===== src/verilog/aof_regs.vh =====
`ifndef AOF_REGS_VH
`define AOF_REGS_VH

// Result width and the extreme codes of the converter.
`define AOF_WIDTH        12
`define AOF_CODE_MIN     12'h000
`define AOF_CODE_MAX     12'hFFF
`define AOF_CODE_MID     12'h7FF
`define AOF_MSB          11

// Sample range classes carried beside each raw sample.
`define AOF_RANGE_IN     2'h0
`define AOF_RANGE_UNDER  2'h1
`define AOF_RANGE_OVER   2'h2

// Output word reset value and FIFO depth.
`define AOF_WORD_RESET   12'h000
`define AOF_FIFO_DEPTH   8
`define AOF_FIFO_AW      3

// Output delay of the word after the capture edge, in ns, and in clocks.
`define AOF_OUT_DELAY_NS 15
`define AOF_CLK_NS       8
`define AOF_OUT_DELAY_CYC ((`AOF_OUT_DELAY_NS + `AOF_CLK_NS - 1) / `AOF_CLK_NS)

`endif


===== src/verilog/aof_fifo.v =====
`timescale 1ns/100ps
module aof_fifo #(
  parameter WIDTH = 14,
  parameter DEPTH = 8,
  parameter AW    = 3
) (
  // Clock and reset
  input  wire             clk_in,
  input  wire             rst_n_in,
  // Fill side
  input  wire             wr_valid_in,
  output wire             wr_ready_out,
  input  wire [WIDTH-1:0] wr_data_in,
  // Drain side
  output wire             rd_valid_out,
  input  wire             rd_ready_in,
  output wire [WIDTH-1:0] rd_data_out
);
  reg [WIDTH-1:0] mem [0:DEPTH-1];
  reg [AW-1:0]    wr_ptr;
  reg [AW-1:0]    rd_ptr;
  reg [AW:0]      count;
  wire            do_wr;
  wire            do_rd;
  integer         i;

  assign wr_ready_out = (count != DEPTH[AW:0]);
  assign rd_valid_out = (count != {(AW+1){1'b0}});
  assign rd_data_out  = mem[rd_ptr];
  assign do_wr        = wr_valid_in & wr_ready_out;
  assign do_rd        = rd_valid_out & rd_ready_in;

  function [AW-1:0] ptr_inc;
    input [AW-1:0] p;
    begin
      ptr_inc = (p == DEPTH[AW-1:0] - 1'b1) ? {AW{1'b0}} : p + 1'b1;
    end
  endfunction

  always @(posedge clk_in or negedge rst_n_in) begin
    if (!rst_n_in) begin
      wr_ptr <= {AW{1'b0}};
      rd_ptr <= {AW{1'b0}};
      count  <= {(AW+1){1'b0}};
      for (i = 0; i < DEPTH; i = i + 1) begin
        mem[i] <= {WIDTH{1'b0}};
      end
    end else begin
      if (do_wr) begin
        mem[wr_ptr] <= wr_data_in;
        wr_ptr      <= ptr_inc(wr_ptr);
      end
      if (do_rd) begin
        rd_ptr <= ptr_inc(rd_ptr);
      end
      if (do_wr && !do_rd) begin
        count <= count + 1'b1;
      end else if (do_rd && !do_wr) begin
        count <= count - 1'b1;
      end
    end
  end
endmodule


===== src/verilog/aof_coder.v =====
`timescale 1ns/100ps
`include "aof_regs.vh"
module aof_coder (
  // Raw sample and its range class
  input  wire [11:0] raw_in,
  input  wire [1:0]  range_in,
  // Format select, low selects two's complement
  input  wire        format_select_n_in,
  // Coded result
  output reg  [11:0] code_out,
  output reg         in_range_out
);
  reg [11:0] clamped;

  always @* begin
    clamped      = raw_in;
    in_range_out = 1'b1;
    if (range_in == `AOF_RANGE_UNDER) begin
      clamped      = `AOF_CODE_MIN;
      in_range_out = 1'b0;
    end else if (range_in == `AOF_RANGE_OVER) begin
      clamped      = `AOF_CODE_MAX;
      in_range_out = 1'b0;
    end
    if (format_select_n_in) begin
      code_out = clamped;
    end else begin
      code_out = {~clamped[`AOF_MSB], clamped[`AOF_MSB-1:0]};
    end
  end
endmodule


===== src/verilog/aof_formatter.v =====
`timescale 1ns/100ps
`include "aof_regs.vh"
module aof_formatter (
  // Clock and reset
  input  wire        clk_in,
  input  wire        reset_n_in,
  // Sample stream from the converter core
  input  wire        sample_valid_in,
  output wire        sample_ready_out,
  input  wire [11:0] sample_raw_in,
  input  wire [1:0]  sample_range_in,
  input  wire        differential_in,
  // Controls
  input  wire        format_select_n_in,
  input  wire        output_enable_n_in,
  input  wire        sample_hold_select_in,
  input  wire        sample_strobe_in,
  // Result pins
  output reg  [11:0] result_bits_out,
  output reg  [11:0] result_bits_oe_out,
  output reg         in_range_flag_out,
  output reg         in_range_flag_oe_out,
  // Status
  output reg         hold_active_out,
  output reg         word_valid_out
);
  // The output stage is a short pipeline: a sample waits in the FIFO, is coded as it
  // leaves, and lands in the output registers on the edge that takes it. Each of the
  // three paths below (word, pin drive, front end mode) has its own small machine, so
  // that a change of enable or mode never disturbs a word that is already standing.

  // Word states; fresh marks the cycle right after a word has been taken.
  localparam [1:0] WS_EMPTY = 2'h0;
  localparam [1:0] WS_FRESH = 2'h1;
  localparam [1:0] WS_STAND = 2'h2;

  // Pin drive states.
  localparam [0:0] DS_FLOAT = 1'h0;
  localparam [0:0] DS_DRIVE = 1'h1;

  // Front end states.
  localparam [0:0] HS_TRACK = 1'h0;
  localparam [0:0] HS_HOLD  = 1'h1;

  // The FIFO word carries the range class above the raw code.
  localparam       FIFO_W   = `AOF_WIDTH + 2;

  // Reset release chain.
  reg         rst_meta;
  reg         rst_sync;

  // FIFO and coder links.
  wire        fifo_ready;
  wire        fifo_push;
  wire        fifo_valid;
  wire [13:0] fifo_data;
  wire [11:0] coded;
  wire        coded_ir;
  wire        take;

  // State registers and their next values.
  reg  [1:0]  word_state;
  reg  [1:0]  next_word_state;
  reg  [0:0]  drive_state;
  reg  [0:0]  next_drive_state;
  reg  [0:0]  hold_state;
  reg  [0:0]  next_hold_state;

  // Next values of the registered outputs.
  reg  [11:0] next_result_bits;
  reg         next_in_range_flag;
  reg  [11:0] next_result_bits_oe;
  reg         next_in_range_flag_oe;
  reg         next_hold_active;
  reg         next_word_valid;

  // True in the drive state; both the result lines and the flag use it.
  function aof_is_drive;
    input [0:0] state;
    begin
      aof_is_drive = (state == DS_DRIVE);
    end
  endfunction

  // One enable level fanned out to every result line.
  function [11:0] aof_fan_enable;
    input drive;
    begin
      aof_fan_enable = {12{drive}};
    end
  endfunction

  // True for the state that follows a taken word.
  function aof_is_fresh;
    input [1:0] state;
    begin
      aof_is_fresh = (state == WS_FRESH);
    end
  endfunction

  // True while the front end holds its samples.
  function aof_is_hold;
    input [0:0] state;
    begin
      aof_is_hold = (state == HS_HOLD);
    end
  endfunction

  // A word leaves the FIFO on an edge that sees both a stored word and the strobe.
  function aof_take;
    input valid;
    input strobe;
    begin
      aof_take = valid & strobe;
    end
  endfunction

  // The external reset is released through two flops so that no register leaves reset
  // on a different edge from its neighbours.
  always @(posedge clk_in or negedge reset_n_in) begin
    if (!reset_n_in) begin
      rst_meta <= 1'b0;
      rst_sync <= 1'b0;
    end else begin
      rst_meta <= 1'b1;
      rst_sync <= rst_meta;
    end
  end

  // Ready stays low until the reset release has reached the FIFO, so a sample offered
  // during reset is never acknowledged and then lost.
  assign sample_ready_out = fifo_ready & rst_sync;
  assign fifo_push        = sample_valid_in & rst_sync;

  // The differential mode (differential_in) only changes the analog operating point, so it is not looked at here.
  aof_fifo #(
    .WIDTH (FIFO_W),
    .DEPTH (`AOF_FIFO_DEPTH),
    .AW    (`AOF_FIFO_AW)
  ) i_aof_fifo (
    .clk_in       (clk_in),
    .rst_n_in     (rst_sync),
    .wr_valid_in  (fifo_push),
    .wr_ready_out (fifo_ready),
    .wr_data_in   ({sample_range_in, sample_raw_in}),
    .rd_valid_out (fifo_valid),
    .rd_ready_in  (sample_strobe_in),
    .rd_data_out  (fifo_data)
  );

  // Format is applied when the word leaves the FIFO, so a format change acts on the next word.
  aof_coder i_aof_coder (
    .raw_in             (fifo_data[11:0]),
    .range_in           (fifo_data[13:12]),
    .format_select_n_in (format_select_n_in),
    .code_out           (coded),
    .in_range_out       (coded_ir)
  );

  // A strobe with an empty FIFO is ignored and leaves the last word standing.
  assign take = aof_take(fifo_valid, sample_strobe_in);

  // Word machine.
  always @* begin
    next_word_state = word_state;
    case (word_state)
      WS_EMPTY: begin
        if (take) begin
          next_word_state = WS_FRESH;
        end
      end
      WS_FRESH: begin
        if (take) begin
          next_word_state = WS_FRESH;
        end else begin
          next_word_state = WS_STAND;
        end
      end
      WS_STAND: begin
        if (take) begin
          next_word_state = WS_FRESH;
        end
      end
      default: begin
        if (take) begin
          next_word_state = WS_FRESH;
        end else begin
          next_word_state = WS_EMPTY;
        end
      end
    endcase
  end

  // Word path next values. A word taken while the pins float is still loaded and shows
  // as soon as the enable returns, so the capture side must not count on a float to
  // drop a word.
  always @* begin
    next_result_bits   = result_bits_out;
    next_in_range_flag = in_range_flag_out;
    next_word_valid    = aof_is_fresh(next_word_state);
    if (take) begin
      next_result_bits   = coded;
      next_in_range_flag = coded_ir;
    end
  end

  // Drive machine.
  always @* begin
    next_drive_state = drive_state;
    case (drive_state)
      DS_FLOAT: begin
        if (!output_enable_n_in) begin
          next_drive_state = DS_DRIVE;
        end
      end
      DS_DRIVE: begin
        if (output_enable_n_in) begin
          next_drive_state = DS_FLOAT;
        end
      end
      default: begin
        next_drive_state = DS_FLOAT;
      end
    endcase
  end

  // Pin drive next values; the flag floats and drives together with the result lines.
  always @* begin
    next_result_bits_oe   = aof_fan_enable(aof_is_drive(next_drive_state));
    next_in_range_flag_oe = aof_is_drive(next_drive_state);
  end

  // Front end machine: follows the sample-hold select one clock late.
  always @* begin
    next_hold_state = hold_state;
    case (hold_state)
      HS_TRACK: begin
        if (sample_hold_select_in) begin
          next_hold_state = HS_HOLD;
        end
      end
      HS_HOLD: begin
        if (!sample_hold_select_in) begin
          next_hold_state = HS_TRACK;
        end
      end
      default: begin
        next_hold_state = HS_TRACK;
      end
    endcase
    next_hold_active = aof_is_hold(next_hold_state);
  end

  // Word registers.
  always @(posedge clk_in or negedge rst_sync) begin
    if (!rst_sync) begin
      word_state        <= WS_EMPTY;
      result_bits_out   <= `AOF_WORD_RESET;
      in_range_flag_out <= 1'b0;
      word_valid_out    <= 1'b0;
    end else begin
      word_state        <= next_word_state;
      result_bits_out   <= next_result_bits;
      in_range_flag_out <= next_in_range_flag;
      word_valid_out    <= next_word_valid;
    end
  end

  // Pin drive registers. After reset every line floats until the enable has been seen
  // low on a clock edge, so the pins never glitch out of reset.
  always @(posedge clk_in or negedge rst_sync) begin
    if (!rst_sync) begin
      drive_state          <= DS_FLOAT;
      result_bits_oe_out   <= 12'h000;
      in_range_flag_oe_out <= 1'b0;
    end else begin
      drive_state          <= next_drive_state;
      result_bits_oe_out   <= next_result_bits_oe;
      in_range_flag_oe_out <= next_in_range_flag_oe;
    end
  end

  // Front end registers.
  always @(posedge clk_in or negedge rst_sync) begin
    if (!rst_sync) begin
      hold_state      <= HS_TRACK;
      hold_active_out <= 1'b0;
    end else begin
      hold_state      <= next_hold_state;
      hold_active_out <= next_hold_active;
    end
  end
endmodule


===== config.mk =====
export PLATFORM = sky130hd
export DESIGN_NAME = aof_formatter
export DESIGN_NICKNAME = d
export VERILOG_FILES = /design/src/verilog/aof_fifo.v /design/src/verilog/aof_coder.v /design/src/verilog/aof_formatter.v
export VERILOG_INCLUDE_DIRS = /design/src /design/src/verilog
export SDC_FILE = /design/constraint.sdc
export NUM_CORES = 1
export LEC_CHECK = 0
export BUFFER_PORTS_ARGS = -buffer_cell sky130_fd_sc_hd__buf_2
export CAP_MARGIN = 15
export CORE_MARGIN = 2
export CORE_UTILIZATION = 56
export CTS_BUF_LIST = sky130_fd_sc_hd__clkbuf_2
export DETAILED_ROUTE_END_ITERATION = 8
export GPL_TIMING_DRIVEN = 1
export MAX_ROUTING_LAYER = met4
export PLACE_DENSITY = 0.78
export SETUP_SLACK_MARGIN = 0.05
export SYNTH_ARGS = -nofsm -noshare
export SYNTH_HDL_FRONTEND = slang
export SYNTH_SLANG_ARGS = --single-unit

===== constraint.sdc =====
create_clock -name clk_in -period 4.3 [get_ports clk_in]
set_input_delay 0.215 -clock clk_in [delete_from_list [all_inputs] [get_ports clk_in]]
set_output_delay 0.215 -clock clk_in [all_outputs]
set_load 0.02 [all_outputs]

==> results of run 1 <==
per-stage QoR:
stage	util, %	setup WS, ns
floorplan	-	0.642
global placement	59.2	1.50
detailed placement	59.2	1.44
CTS	62.9	1.42
global route	62.9	1.23
finish	62.9	1.45
how the worst min path moves through the flow:
stage	from	end	slack (ns)
after floorplan	reset_n_in	rst_meta	-0.08
after global placement	reset_n_in	rst_meta	0.01
after detailed placement	reset_n_in	rst_meta	0.01
after CTS	sample_hold_select_in	hold_state	0.13
after global routing	sample_hold_select_in	hold_state	0.14
final	rst_sync	i_aof_fifo.wr_ptr[0]	0.12
report_power, final:
part	leakage (nW)	total [W]	switching (W)	internal (W)
clock	0.130	0.000694	0.000432	0.000262
combinational	1.42	0.00203	0.000856	0.00117
sequential	1.74	0.00233	0.000400	0.00193
routing by layer:
metal,vias up,global-route usage [%]
met4,0,6.67
met1,1931,30.6
met5,-,-
met3,17,4.87
li1,1658,-
met2,72,35.2
synth_stat cells:
| cell | instances | area [sq um] |
|---|---|---|
| sky130_fd_sc_hd__or4b_4 | 2 | 27.5 |
| sky130_fd_sc_hd__mux2i_1 | 16 | 160 |
| sky130_fd_sc_hd__a21o_2 | 1 | 8.76 |
| sky130_fd_sc_hd__mux2_2 | 104 | 1170 |
| sky130_fd_sc_hd__conb_1 | 1 | 3.75 |
| sky130_fd_sc_hd__xnor2_1 | 3 | 26.3 |
| sky130_fd_sc_hd__buf_6 | 3 | 33.8 |
| sky130_fd_sc_hd__buf_4 | 14 | 105 |
| sky130_fd_sc_hd__or4_1 | 1 | 7.51 |
| sky130_fd_sc_hd__dfrtp_1 | 140 | 3500 |
| sky130_fd_sc_hd__mux2_4 | 10 | 150 |
| sky130_fd_sc_hd__buf_2 | 12 | 60.1 |
| sky130_fd_sc_hd__mux4_2 | 28 | 631 |
| sky130_fd_sc_hd__ha_1 | 9 | 113 |
| sky130_fd_sc_hd__a21o_1 | 2 | 15.0 |
| sky130_fd_sc_hd__nand4b_1 | 1 | 8.76 |
| sky130_fd_sc_hd__o21ai_0 | 13 | 65.1 |
| sky130_fd_sc_hd__nor3b_1 | 2 | 15.0 |
| sky130_fd_sc_hd__buf_12 | 1 | 20.0 |
| sky130_fd_sc_hd__nand3_1 | 1 | 5.00 |
| sky130_fd_sc_hd__a21oi_1 | 13 | 65.1 |
| sky130_fd_sc_hd__o41a_1 | 2 | 22.5 |
| sky130_fd_sc_hd__nor2_1 | 5 | 18.8 |
| sky130_fd_sc_hd__or3_1 | 3 | 18.8 |
| sky130_fd_sc_hd__nand2_1 | 13 | 48.8 |
| sky130_fd_sc_hd__and2_2 | 1 | 7.51 |
| sky130_fd_sc_hd__nor3b_2 | 1 | 12.5 |
| sky130_fd_sc_hd__nand4_1 | 1 | 6.26 |
| sky130_fd_sc_hd__buf_1 | 2 | 7.51 |
| sky130_fd_sc_hd__fa_1 | 1 | 20.0 |
| sky130_fd_sc_hd__clkbuf_1 | 6 | 22.5 |
| sky130_fd_sc_hd__inv_1 | 6 | 22.5 |
| sky130_fd_sc_hd__nor3_1 | 3 | 15.0 |
| sky130_fd_sc_hd__nand2b_1 | 2 | 12.5 |
| sky130_fd_sc_hd__nand3_4 | 1 | 17.5 |
flip-flops by register name, indices dropped and copies added (netlist names):
register / count
word_valid_out: 1
hold_state: 1
i_aof_fifo.wr_ptr: 3
result_bits_out: 12
drive_state: 1
i_aof_fifo.rd_ptr: 3
rst_meta: 1
i_aof_fifo.count: 4
i_aof_fifo.mem: 112
in_range_flag_out: 1
rst_sync: 1
cell type report:
cell class / instances / share of cell area [%]
clock buffers: 21 / 1.48
clock inverters: 10 / 1.41
inverters: 6 / 0.316
multi-input cells: 240 / 37.5
flip-flops and latches: 140 / 49.3
well taps: 143 / 2.51
repair buffers: 80 / 7.45
timing repair:
action / CTS / global route
endpoints found under the hold margin: 121 / 0
hold buffers: 21 / 0
resized for setup: 0 / 0
logic make-up after synthesis:
logic type | synth area share (%)
mux | 32.8
flops | 54.3
compound gates | 2.74
xor+xnor | 0.408
simple gates | 3.44
fa+ha+maj | 2.06
buf+inv | 4.21
other cells | 0.0582
worst max-delay path, cell delays in order (launching register included):
cell and delay, ns:
sky130_fd_sc_hd__dfrtp_1 0.47, sky130_fd_sc_hd__o41a_1 0.43, sky130_fd_sc_hd__buf_4 0.22, sky130_fd_sc_hd__inv_1 0.32
sky130_fd_sc_hd__ha_1 0.23, sky130_fd_sc_hd__inv_1 0.09, sky130_fd_sc_hd__ha_1 0.28, sky130_fd_sc_hd__a21o_2 0.20
sky130_fd_sc_hd__a21oi_1 0.17, sky130_fd_sc_hd__mux2i_1 0.24, sky130_fd_sc_hd__xnor2_1 0.13
==> impl_metrics.py, run 1 <==
metrics = {
    "final_layout": {
        "fillerInstances": 866,
        "multiInputGateArea_sq_um": 2670,
        "final_cell_count_no_fill": 640,
        "area.growth.synth_to_final_pct": 10.4,
        "layout.area.seq_sq_um": 3510,
        "mostFrequentLayoutCell": "sky130_fd_sc_hd__dfrtp_1",
        "num_antenna_cells": 0,
        "post_route_cells_drive_above_1_share_pct": 47.5,
        "most-common-layout-cells": "sky130_fd_sc_hd__dfrtp_1, sky130_fd_sc_hd__mux2_2, sky130_fd_sc_hd__buf_2",
        "fin_nets": 517,
        "postLayoutCellArea_sq_um": 7120,
    },
    "floorplanning": {
        "fp-row-count": 39,
        "top_level_ports": 51,
        "design.die.area_sq_um": 12400,
        "core_area_sq_um": 11300,
        "initial_utilization_pct": 57.0,
        "fp.dieW_microns": 111,
        "die_ht_microns": 111,
    },
    "grt": {
        "grt_first_pass_wirelength_microns": 21000,
        "largest_net_degree_at_the_start_of_global_routing": 80,
        "overflow": 0,
        "globalRouteTotalUtil_pct": 22.7,
        "grt_antenna_before_repair": 0,
        "first_global_vias": 3962,
    },
    "detailed_routing": {
        "detailedRoute.firstPassIterationCount": 5,
        "routedLengthMet1_microns": 5560,
        "route.top_layer_used": "met4",
        "routed_via_density": 5.75,
        "sum_of_met2_wire_segment_lengths_after_detailed_routing_microns": 6240,
        "route.vias.total": 3678,
        "route.antenna.remaining_nets": 0,
        "post_drt_wl_per_cell_microns": 19.5,
        "route.met3.wl_microns": 446,
        "detailed_route_wl_microns": 12500,
        "drt_drc_violations_left": 0,
        "drt_first_iter_violations": 165,
    },
    "clock_tree": {
        "clock_latency_ns": 0.67,
        "cts.clk_slew.worst_paths_ns": 0.18,
        "cts_buffers": 17,
        "htreeDepth": 4,
        "ctsLongestPathBuffers": 2,
        "cts_tree": "done",
        "clkSinkCount": 140,
        "post_cts.repair.setup_buffers": 0,
        "clock-root-buffer": "sky130_fd_sc_hd__clkbuf_2",
    },
    "synthesis": {
        "postSynthRegisterBits": 140,
        "synth.yosys.seq_area_share_pct": 54.3,
        "synthesis.instances": 424,
        "synth.net_count": 456,
        "post_synth_num_cell_types": 35,
        "postSynthAreaPerCell_sq_um": 15.2,
        "mappedNetlistArea_sq_um": 6450,
        "yosys_warnings": 0,
    },
    "place": {
        "hpwlAfterDp_microns": 7710,
        "area_after_detailed_placement_sq_um": 6700,
        "globalplace.congestion": 0.730,
        "post-place-cells": 588,
        "place.port_buffers": 49,
    },
    "worst_setup_path": {
        "path_max_fanout": 17,
        "worst-endpoint-arrival_ns": 3.46,
        "startpoint_type": "flop",
        "worst-r2r-setup-slack_ns": 1.45,
        "setup.worst_path.class": "flop to flop",
        "rr_worst_depth": 10,
        "critical_path_data_required_time_ns": 4.90,
        "timing.rr.start": "i_aof_fifo.count[2]",
        "timing.critical_path.from": "i_aof_fifo.count[2]",
        "critical_path.endpoint_type": "flop",
        "r2r-end": "i_aof_fifo.count[3]",
        "crit_path_end": "i_aof_fifo.count[3]",
    },
    "power_and_ir_drop": {
        "power-per-cell-area_nw_per_um2": 710,
        "leakage_nw": 3.29,
        "fin_total_pwr_w": 0.00505,
        "vdd.ir_drop.worst_v": 0.000355,
    },
    "job": {
        "max_cap_viol_count": 0,
    },
    "timing": {
        "slew_limit_headroom_pct": 35.4,
        "hold_viol": 0,
        "worst_slew_pin_slew_ns": 0.969,
        "maximum_clock_frequency_mhz": 350,
        "finalWorstPathRequiredPeriod_ns": 2.85,
        "final.period_utilization_pct": 66.4,
        "report.final.slew_viol_count": 0,
        "grt_setup_unrepaired": "no",
        "fin_setup_tns_ns": 0,
        "hold_slack_ns": 0.121,
        "timing.final.setup_violations": 0,
        "finalClockSkew_ns": 0.0220,
    },
    "min_path": {
        "worst_hold_path_type": "flop to async pin",
    },
    "run_status": {
        "run_status": "finished, final reports clean",
    },
}
(Power assumes the default switching activity.)
==> run 2, diff against run 1 <==
Settings changed: CORE_UTILIZATION 56 to 60, PLACE_DENSITY 0.78 to 0.8.
Clock period 4.3 ns to 2.8 ns, I/O delays scaled along.
==> run 2 against run 1 <==
  * Non-clock buffer count grew 8
  * Core utilization grew 7.1 points
  * Sequential power rose by 54%
  * Flip-flop and latch count unchanged
  * Hold slack worse by 0.021 ns
  * Clock skew is 0.0059 ns higher
  * Critical path depth is 5 lower
  * Clock power is 50% higher
  * Sequential share of layout area fell by 0.95 points
  * Worst setup slack lost 1.2 ns
  * Critical path type unchanged
==> impl_metrics.py, run 2 (synthesized netlist as in run 1, its figures left out) <==
metrics = {
    "power_and_ir_drop": {
        "vdd.ir_drop.worst_v": 0.000663,
        "power.share.combinational_pct": 41.0,
        "internal_power_w": 0.00514,
        "share_seq_of_total_power_pct": 45.8,
        "p_clk_share_pct": 13.2,
        "switching_power_summed_over_all_nets_w": 0.00271,
        "leakage_nw": 3.35,
        "power-per-cell-area_nw_per_um2": 1080,
        "switching_share_pct": 34.5,
    },
    "clock_tree": {
        "clock_latency_ns": 0.70,
        "clock-root-buffer": "sky130_fd_sc_hd__clkbuf_2",
        "ctsLongestPathBuffers": 2,
        "htreeDepth": 4,
        "cts_tree": "done",
        "cts_buffers": 17,
        "post_cts.repair.setup_buffers": 0,
        "cts.clk_slew.worst_paths_ns": 0.19,
        "clkSinkCount": 140,
    },
    "job": {
        "max_cap_viol_count": 0,
    },
    "detailed_routing": {
        "post_drt_wl_per_cell_microns": 20.4,
        "routed_via_density": 5.88,
        "detailedRoute.firstPassIterationCount": 4,
        "drt_first_iter_violations": 261,
        "route.vias.total": 3772,
        "detailed_route_wl_microns": 13100,
        "route.antenna.remaining_nets": 0,
        "drt_drc_violations_left": 0,
    },
    "timing": {
        "timing.final.setup_violations": 0,
        "timing.final.ws_setup_ns": 0.227,
        "worst_slew_pin_slew_ns": 0.955,
        "hold_viol": 0,
        "finalWorstPathRequiredPeriod_ns": 2.57,
        "slew_limit_headroom_pct": 36.2,
        "final.period_utilization_pct": 91.9,
        "grt_setup_unrepaired": "no",
        "finalClockSkew_ns": 0.0279,
        "report.final.slew_viol_count": 0,
        "maximum_clock_frequency_mhz": 389,
    },
    "place": {
        "place_worst_setup_slack_ns": 0.260,
        "place.port_buffers": 49,
        "hpwlAfterDp_microns": 8270,
        "globalplace.congestion": 0.743,
        "area_after_detailed_placement_sq_um": 6810,
    },
    "floorplanning": {
        "design.die.area_sq_um": 11600,
        "fp-row-count": 37,
        "top_level_ports": 51,
        "fp.dieW_microns": 108,
        "initial_utilization_pct": 62.2,
        "die_ht_microns": 108,
        "core_area_sq_um": 10400,
    },
    "final_layout": {
        "postLayoutCellArea_sq_um": 7260,
        "fin_nets": 525,
        "fillerInstances": 686,
        "num_antenna_cells": 0,
        "post_route_cells_drive_above_1_share_pct": 49.6,
        "registers.top_by_ff_count": "i_aof_fifo.mem",
        "largest_register_ff_count": 112,
        "most-common-layout-cells": "sky130_fd_sc_hd__dfrtp_1, sky130_fd_sc_hd__mux2_2, sky130_fd_sc_hd__buf_2",
        "layout.area.seq_sq_um": 3510,
        "area.growth.synth_to_final_pct": 12.6,
        "multiInputGateArea_sq_um": 2720,
        "mostFrequentLayoutCell": "sky130_fd_sc_hd__dfrtp_1",
        "reg_top3": "i_aof_fifo.mem (112), result_bits_out (12), i_aof_fifo.count (4)",
    },
    "grt": {
        "grt_first_pass_wirelength_microns": 21000,
        "first_global_vias": 3959,
        "globalRouteTotalUtil_pct": 25.6,
        "overflow": 0,
        "grt_use_met2_pct": 41.1,
        "grt_antenna_before_repair": 0,
        "grt.busiest_layer": "met2",
        "grt_use_met1_pct": 32.6,
        "grt_util_met3_pct": 6.54,
        "largest_net_degree_at_the_start_of_global_routing": 90,
    },
    "min_path": {
        "min_from": "output_enable_n_in",
        "worst_hold_path_type": "primary input to flop",
        "hold_depth": 3,
        "worstHoldEndpoint": "drive_state",
    },
    "worst_setup_path": {
        "critical_path_data_required_time_ns": 3.39,
        "r2r-end": "i_aof_fifo.mem[67]",
        "critPathSlowestCell": "sky130_fd_sc_hd__nor3b_2",
        "worst-endpoint-arrival_ns": 3.16,
        "setup.worst_path.class": "flop to flop",
        "timing.critical_path.max_delay_family": "simple AND/OR/NAND/NOR gates",
        "critical_path_depth_in_cells": 5,
        "critPathMaxStageDelay_ns": 0.82,
        "crit_path_cell_trace": "or4b_4, nand4_1, nor3b_2, buf_4, mux2_2",
        "rr_worst_depth": 5,
        "critical_path.endpoint_type": "flop",
        "startpoint_type": "flop",
        "timing.rr.start": "i_aof_fifo.count[1]",
        "timing.critical_path.buf_inv": 1,
        "path_max_fanout": 8,
        "worst-r2r-setup-slack_ns": 0.23,
    },
    "run_status": {
        "run_status": "finished, final reports clean",
    },
}
[run 2: final cells by class]
class / instances / share of cell area [%]
well taps: 136 / 2.34
clock buffers: 19 / 1.31
flip-flops and latches: 140 / 48.3
clock inverters: 13 / 1.41
multi-input cells: 240 / 37.5
inverters: 6 / 0.345
repair buffers: 88 / 8.79
[run 2: per-stage QoR]
step	setup TNS (ns)	std cells	utilization, %	hold WS, ns	power (W)
finish	0	642	70.0	0.101	0.00784
global route	0	642	70.0	0.0303	0.00835
CTS	0	640	69.6	0.0292	0.00789
detailed placement	0	587	65.7	-0.0734	0.00684
global placement	0	587	65.7	-0.0742	0.00663
floorplan	-0.197	424	-	-0.156	0.00601
[run 2: what timing repair did]
item	CTS	global route
endpoints found under the hold margin	125	1
hold buffers	21	1
gates resized for setup	0	0
[run 2: worst reg2reg max path: cells and delay by family (launching register included)]
family                 cells  cell delay (ns)
buffers and inverters      1             0.33
multiplexers               1             0.35
AND/OR/NAND/NOR            3             1.24
flip-flops                 1             0.55
[run 2: power by group through the flow]
stage	clock, W	sequential, W	combinational, W
floorplan	0	0.00353	0.00248
global placement	0	0.00354	0.00309
detailed placement	0	0.00363	0.00321
CTS	0.00106	0.00359	0.00324
global route	0.00115	0.00370	0.00350
finish	0.00104	0.00359	0.00322
[run 2: worst max-delay path by stage]
stage                   startpoint            endpoint  slack, ns
6_report       i_aof_fifo.count[1]  i_aof_fifo.mem[67]       0.23
5_1_grt        i_aof_fifo.count[1]  i_aof_fifo.mem[68]       0.15
4_1_cts        i_aof_fifo.count[1]  i_aof_fifo.mem[68]       0.22
3_5_place_dp   i_aof_fifo.count[1]  i_aof_fifo.mem[69]       0.26
3_3_place_gp   i_aof_fifo.count[1]  i_aof_fifo.mem[67]       0.31
2_1_floorplan             rst_sync  i_aof_fifo.mem[73]      -0.02
[run 2: layer usage]
metal | vias up | routed length, microns
li1 | 1683 | -
met1 | 1984 | 5680
met2 | 87 | 6650
met3 | 18 | 609
met4 | 0 | 152
met5 | - | 0
==> run 3, diff against run 2 <==
==> constraint.sdc (replaced) <==
create_clock -name clk_in -period 2.8 [get_ports clk_in]
set_input_delay 0.42 -clock clk_in [delete_from_list [all_inputs] [get_ports clk_in]]
set_output_delay 0.42 -clock clk_in [all_outputs]
set_load 0.02 [all_outputs]
==> run 3 against run 2 <==
  * Via count shrank 2.0%
  * Count of clock-buffer cells in the layout shrank 1
  * Register-to-register slack gained 0.06 ns
  * Design area down 2.0%
  * Routed wire length fell by 1.9%
  * Sequential share of layout area grew 1.0 points
  * Flip-flop and latch count did not move
  * Critical path type unchanged
==> impl_metrics.py, run 3 (synthesized netlist as in run 1, its figures left out) <==
metrics = {
    "worst_setup_path": {
        "r2r-end": "i_aof_fifo.count[3]",
        "timing.critical_path.buf_inv": 2,
        "worst-endpoint-arrival_ns": 3.10,
        "critical_path.endpoint_type": "flop",
        "critical_path_depth_in_cells": 10,
        "critPathMaxStageDelay_ns": 0.58,
        "timing.critical_path.max_delay_family": "simple AND/OR/NAND/NOR gates",
        "timing.critical_path.from": "i_aof_fifo.count[0]",
        "rr_worst_depth": 10,
        "timing.rr.start": "i_aof_fifo.count[0]",
        "worst-r2r-setup-slack_ns": 0.29,
        "path_max_fanout": 10,
        "crit_path_frequent_cell": "sky130_fd_sc_hd__ha_4",
        "critPathSlowestCell": "sky130_fd_sc_hd__or4b_4",
        "crit_path_end": "i_aof_fifo.count[3]",
        "setup.worst_path.class": "flop to flop",
        "startpoint_type": "flop",
        "critical_path_data_required_time_ns": 3.39,
        "crit_path_cell_trace": "or4b_4, nand3_4, inv_2, ha_4, inv_4, ha_4, a21o_2, a21oi_2, mux2i_1, xnor2_1",
    },
    "timing": {
        "report.final.slew_viol_count": 0,
        "slew_limit_headroom_pct": 34.1,
        "final.period_utilization_pct": 89.6,
        "maximum_clock_frequency_mhz": 399,
        "grt_setup_unrepaired": "no",
        "timing.final.setup_violations": 0,
        "finalClockSkew_ns": 0.0175,
        "hold_slack_ns": 0.0830,
        "hold_viol": 0,
        "worst_slew_pin_slew_ns": 0.987,
        "finalWorstPathRequiredPeriod_ns": 2.51,
    },
    "power_and_ir_drop": {
        "vdd.ir_drop.worst_v": 0.000554,
        "power-per-cell-area_nw_per_um2": 1130,
        "leakage_nw": 3.29,
        "fin_total_pwr_w": 0.00805,
    },
    "detailed_routing": {
        "detailed_route_wl_microns": 12800,
        "detailedRoute.firstPassIterationCount": 4,
        "routed_via_density": 5.93,
        "drt_first_iter_violations": 241,
        "route.antenna.remaining_nets": 0,
        "post_drt_wl_per_cell_microns": 20.6,
        "drt_drc_violations_left": 0,
        "route.vias.total": 3696,
    },
    "grt": {
        "overflow": 0,
        "globalRouteTotalUtil_pct": 25.8,
        "grt_antenna_before_repair": 0,
        "first_global_vias": 3977,
        "grt_first_pass_wirelength_microns": 21300,
        "largest_net_degree_at_the_start_of_global_routing": 58,
    },
    "floorplanning": {
        "die_ht_microns": 108,
        "fp-row-count": 37,
        "core_area_sq_um": 10400,
        "top_level_ports": 51,
        "design.die.area_sq_um": 11600,
        "initial_utilization_pct": 62.2,
        "fp.dieW_microns": 108,
    },
    "clock_tree": {
        "clock_latency_ns": 0.66,
        "post_cts.repair.setup_buffers": 0,
        "htreeDepth": 4,
        "cts_buffers": 17,
        "clkSinkCount": 140,
        "ctsLongestPathBuffers": 2,
        "clock-root-buffer": "sky130_fd_sc_hd__clkbuf_2",
        "cts.clk_slew.worst_paths_ns": 0.20,
        "cts_tree": "done",
    },
    "final_layout": {
        "final_cell_count_no_fill": 623,
        "post_route_cells_drive_above_1_share_pct": 51.5,
        "most-common-layout-cells": "sky130_fd_sc_hd__dfrtp_1, sky130_fd_sc_hd__mux2_2, sky130_fd_sc_hd__buf_2",
        "num_antenna_cells": 0,
        "postLayoutCellArea_sq_um": 7110,
        "largest_register_ff_count": 112,
        "postLayoutCoreUtil_pct": 68.6,
        "fin_nets": 506,
        "area.growth.synth_to_final_pct": 10.3,
        "reg_top3": "i_aof_fifo.mem (112), result_bits_out (12), i_aof_fifo.count (4)",
        "registers.top_by_ff_count": "i_aof_fifo.mem",
        "mostFrequentLayoutCell": "sky130_fd_sc_hd__dfrtp_1",
        "fillerInstances": 724,
    },
    "run_status": {
        "run_status": "finished, final reports clean",
    },
    "min_path": {
        "worst_hold_path_type": "primary input to flop",
        "hold_depth": 2,
    },
    "place": {
        "hpwlAfterDp_microns": 8030,
        "area_after_detailed_placement_sq_um": 6800,
        "place.port_buffers": 49,
        "post-place-cells": 587,
        "globalplace.congestion": 0.744,
    },
    "job": {
        "max_cap_viol_count": 0,
    },
}
-- run 3: changes by cell type in the layout (fill, tap and decap cells not counted), sizes merged --
cell / change
buf: -1
bufinv: +3
clkbuf: -1
clkinv: -2
dlygate4sd3: -18
-- run 3: how the worst min path moves through the flow --
| stage | startpoint | end | slack (ns) |
|---|---|---|---|
| floorplan | reset_n_in | rst_meta | 0.12 |
| global placement | reset_n_in | rst_meta | 0.20 |
| detailed placement | reset_n_in | rst_sync | 0.22 |
| CTS | reset_n_in | rst_meta | 0.009 |
| global route | sample_raw_in[3] | i_aof_fifo.mem[45] | 0.002 |
| finish | sample_raw_in[7] | i_aof_fifo.mem[77] | 0.08 |
-- run 3: metal layers --
metal | wire, microns | share of wire, % | track usage (%)
met1 | 5600 | 44 | 35.0
met2 | 6420 | 50 | 39.6
met3 | 662 | 5.2 | 5.45
met4 | 148 | 1.2 | 8.06
met5 | 0 | 0 | -
-- run 3: power by group --
part	switching (W)	internal (W)
clock	0.000704	0.000577
sequential	0.000596	0.00297
combinational	0.00137	0.00183
-- run 3: through the flow --
step | setup slack, ns | TNS, ns
after global routing | 0.149 | 0
after global placement | 0.401 | 0
after detailed placement | 0.332 | 0
after CTS | 0.165 | 0
after floorplan | -0.0185 | -0.197
final | 0.292 | 0
-- run 3: cell type report --
cell class                 count  area, sq um  area share (%)
sequential                   140         3510            49.3
timing repair buffer          69          422            5.93
inverter                       6         25.0           0.352
multi-input combinational    240         2720            38.2
tap                          136          170            2.39
clock buffer                  18         90.1            1.27
clock inverter                14          176            2.48
-- run 3: timing repair --
item	in CTS	in global routing
resized for setup	0	1
setup endpoints to repair	0	1
hold endpoints to repair	5	0
hold buffers	4	0
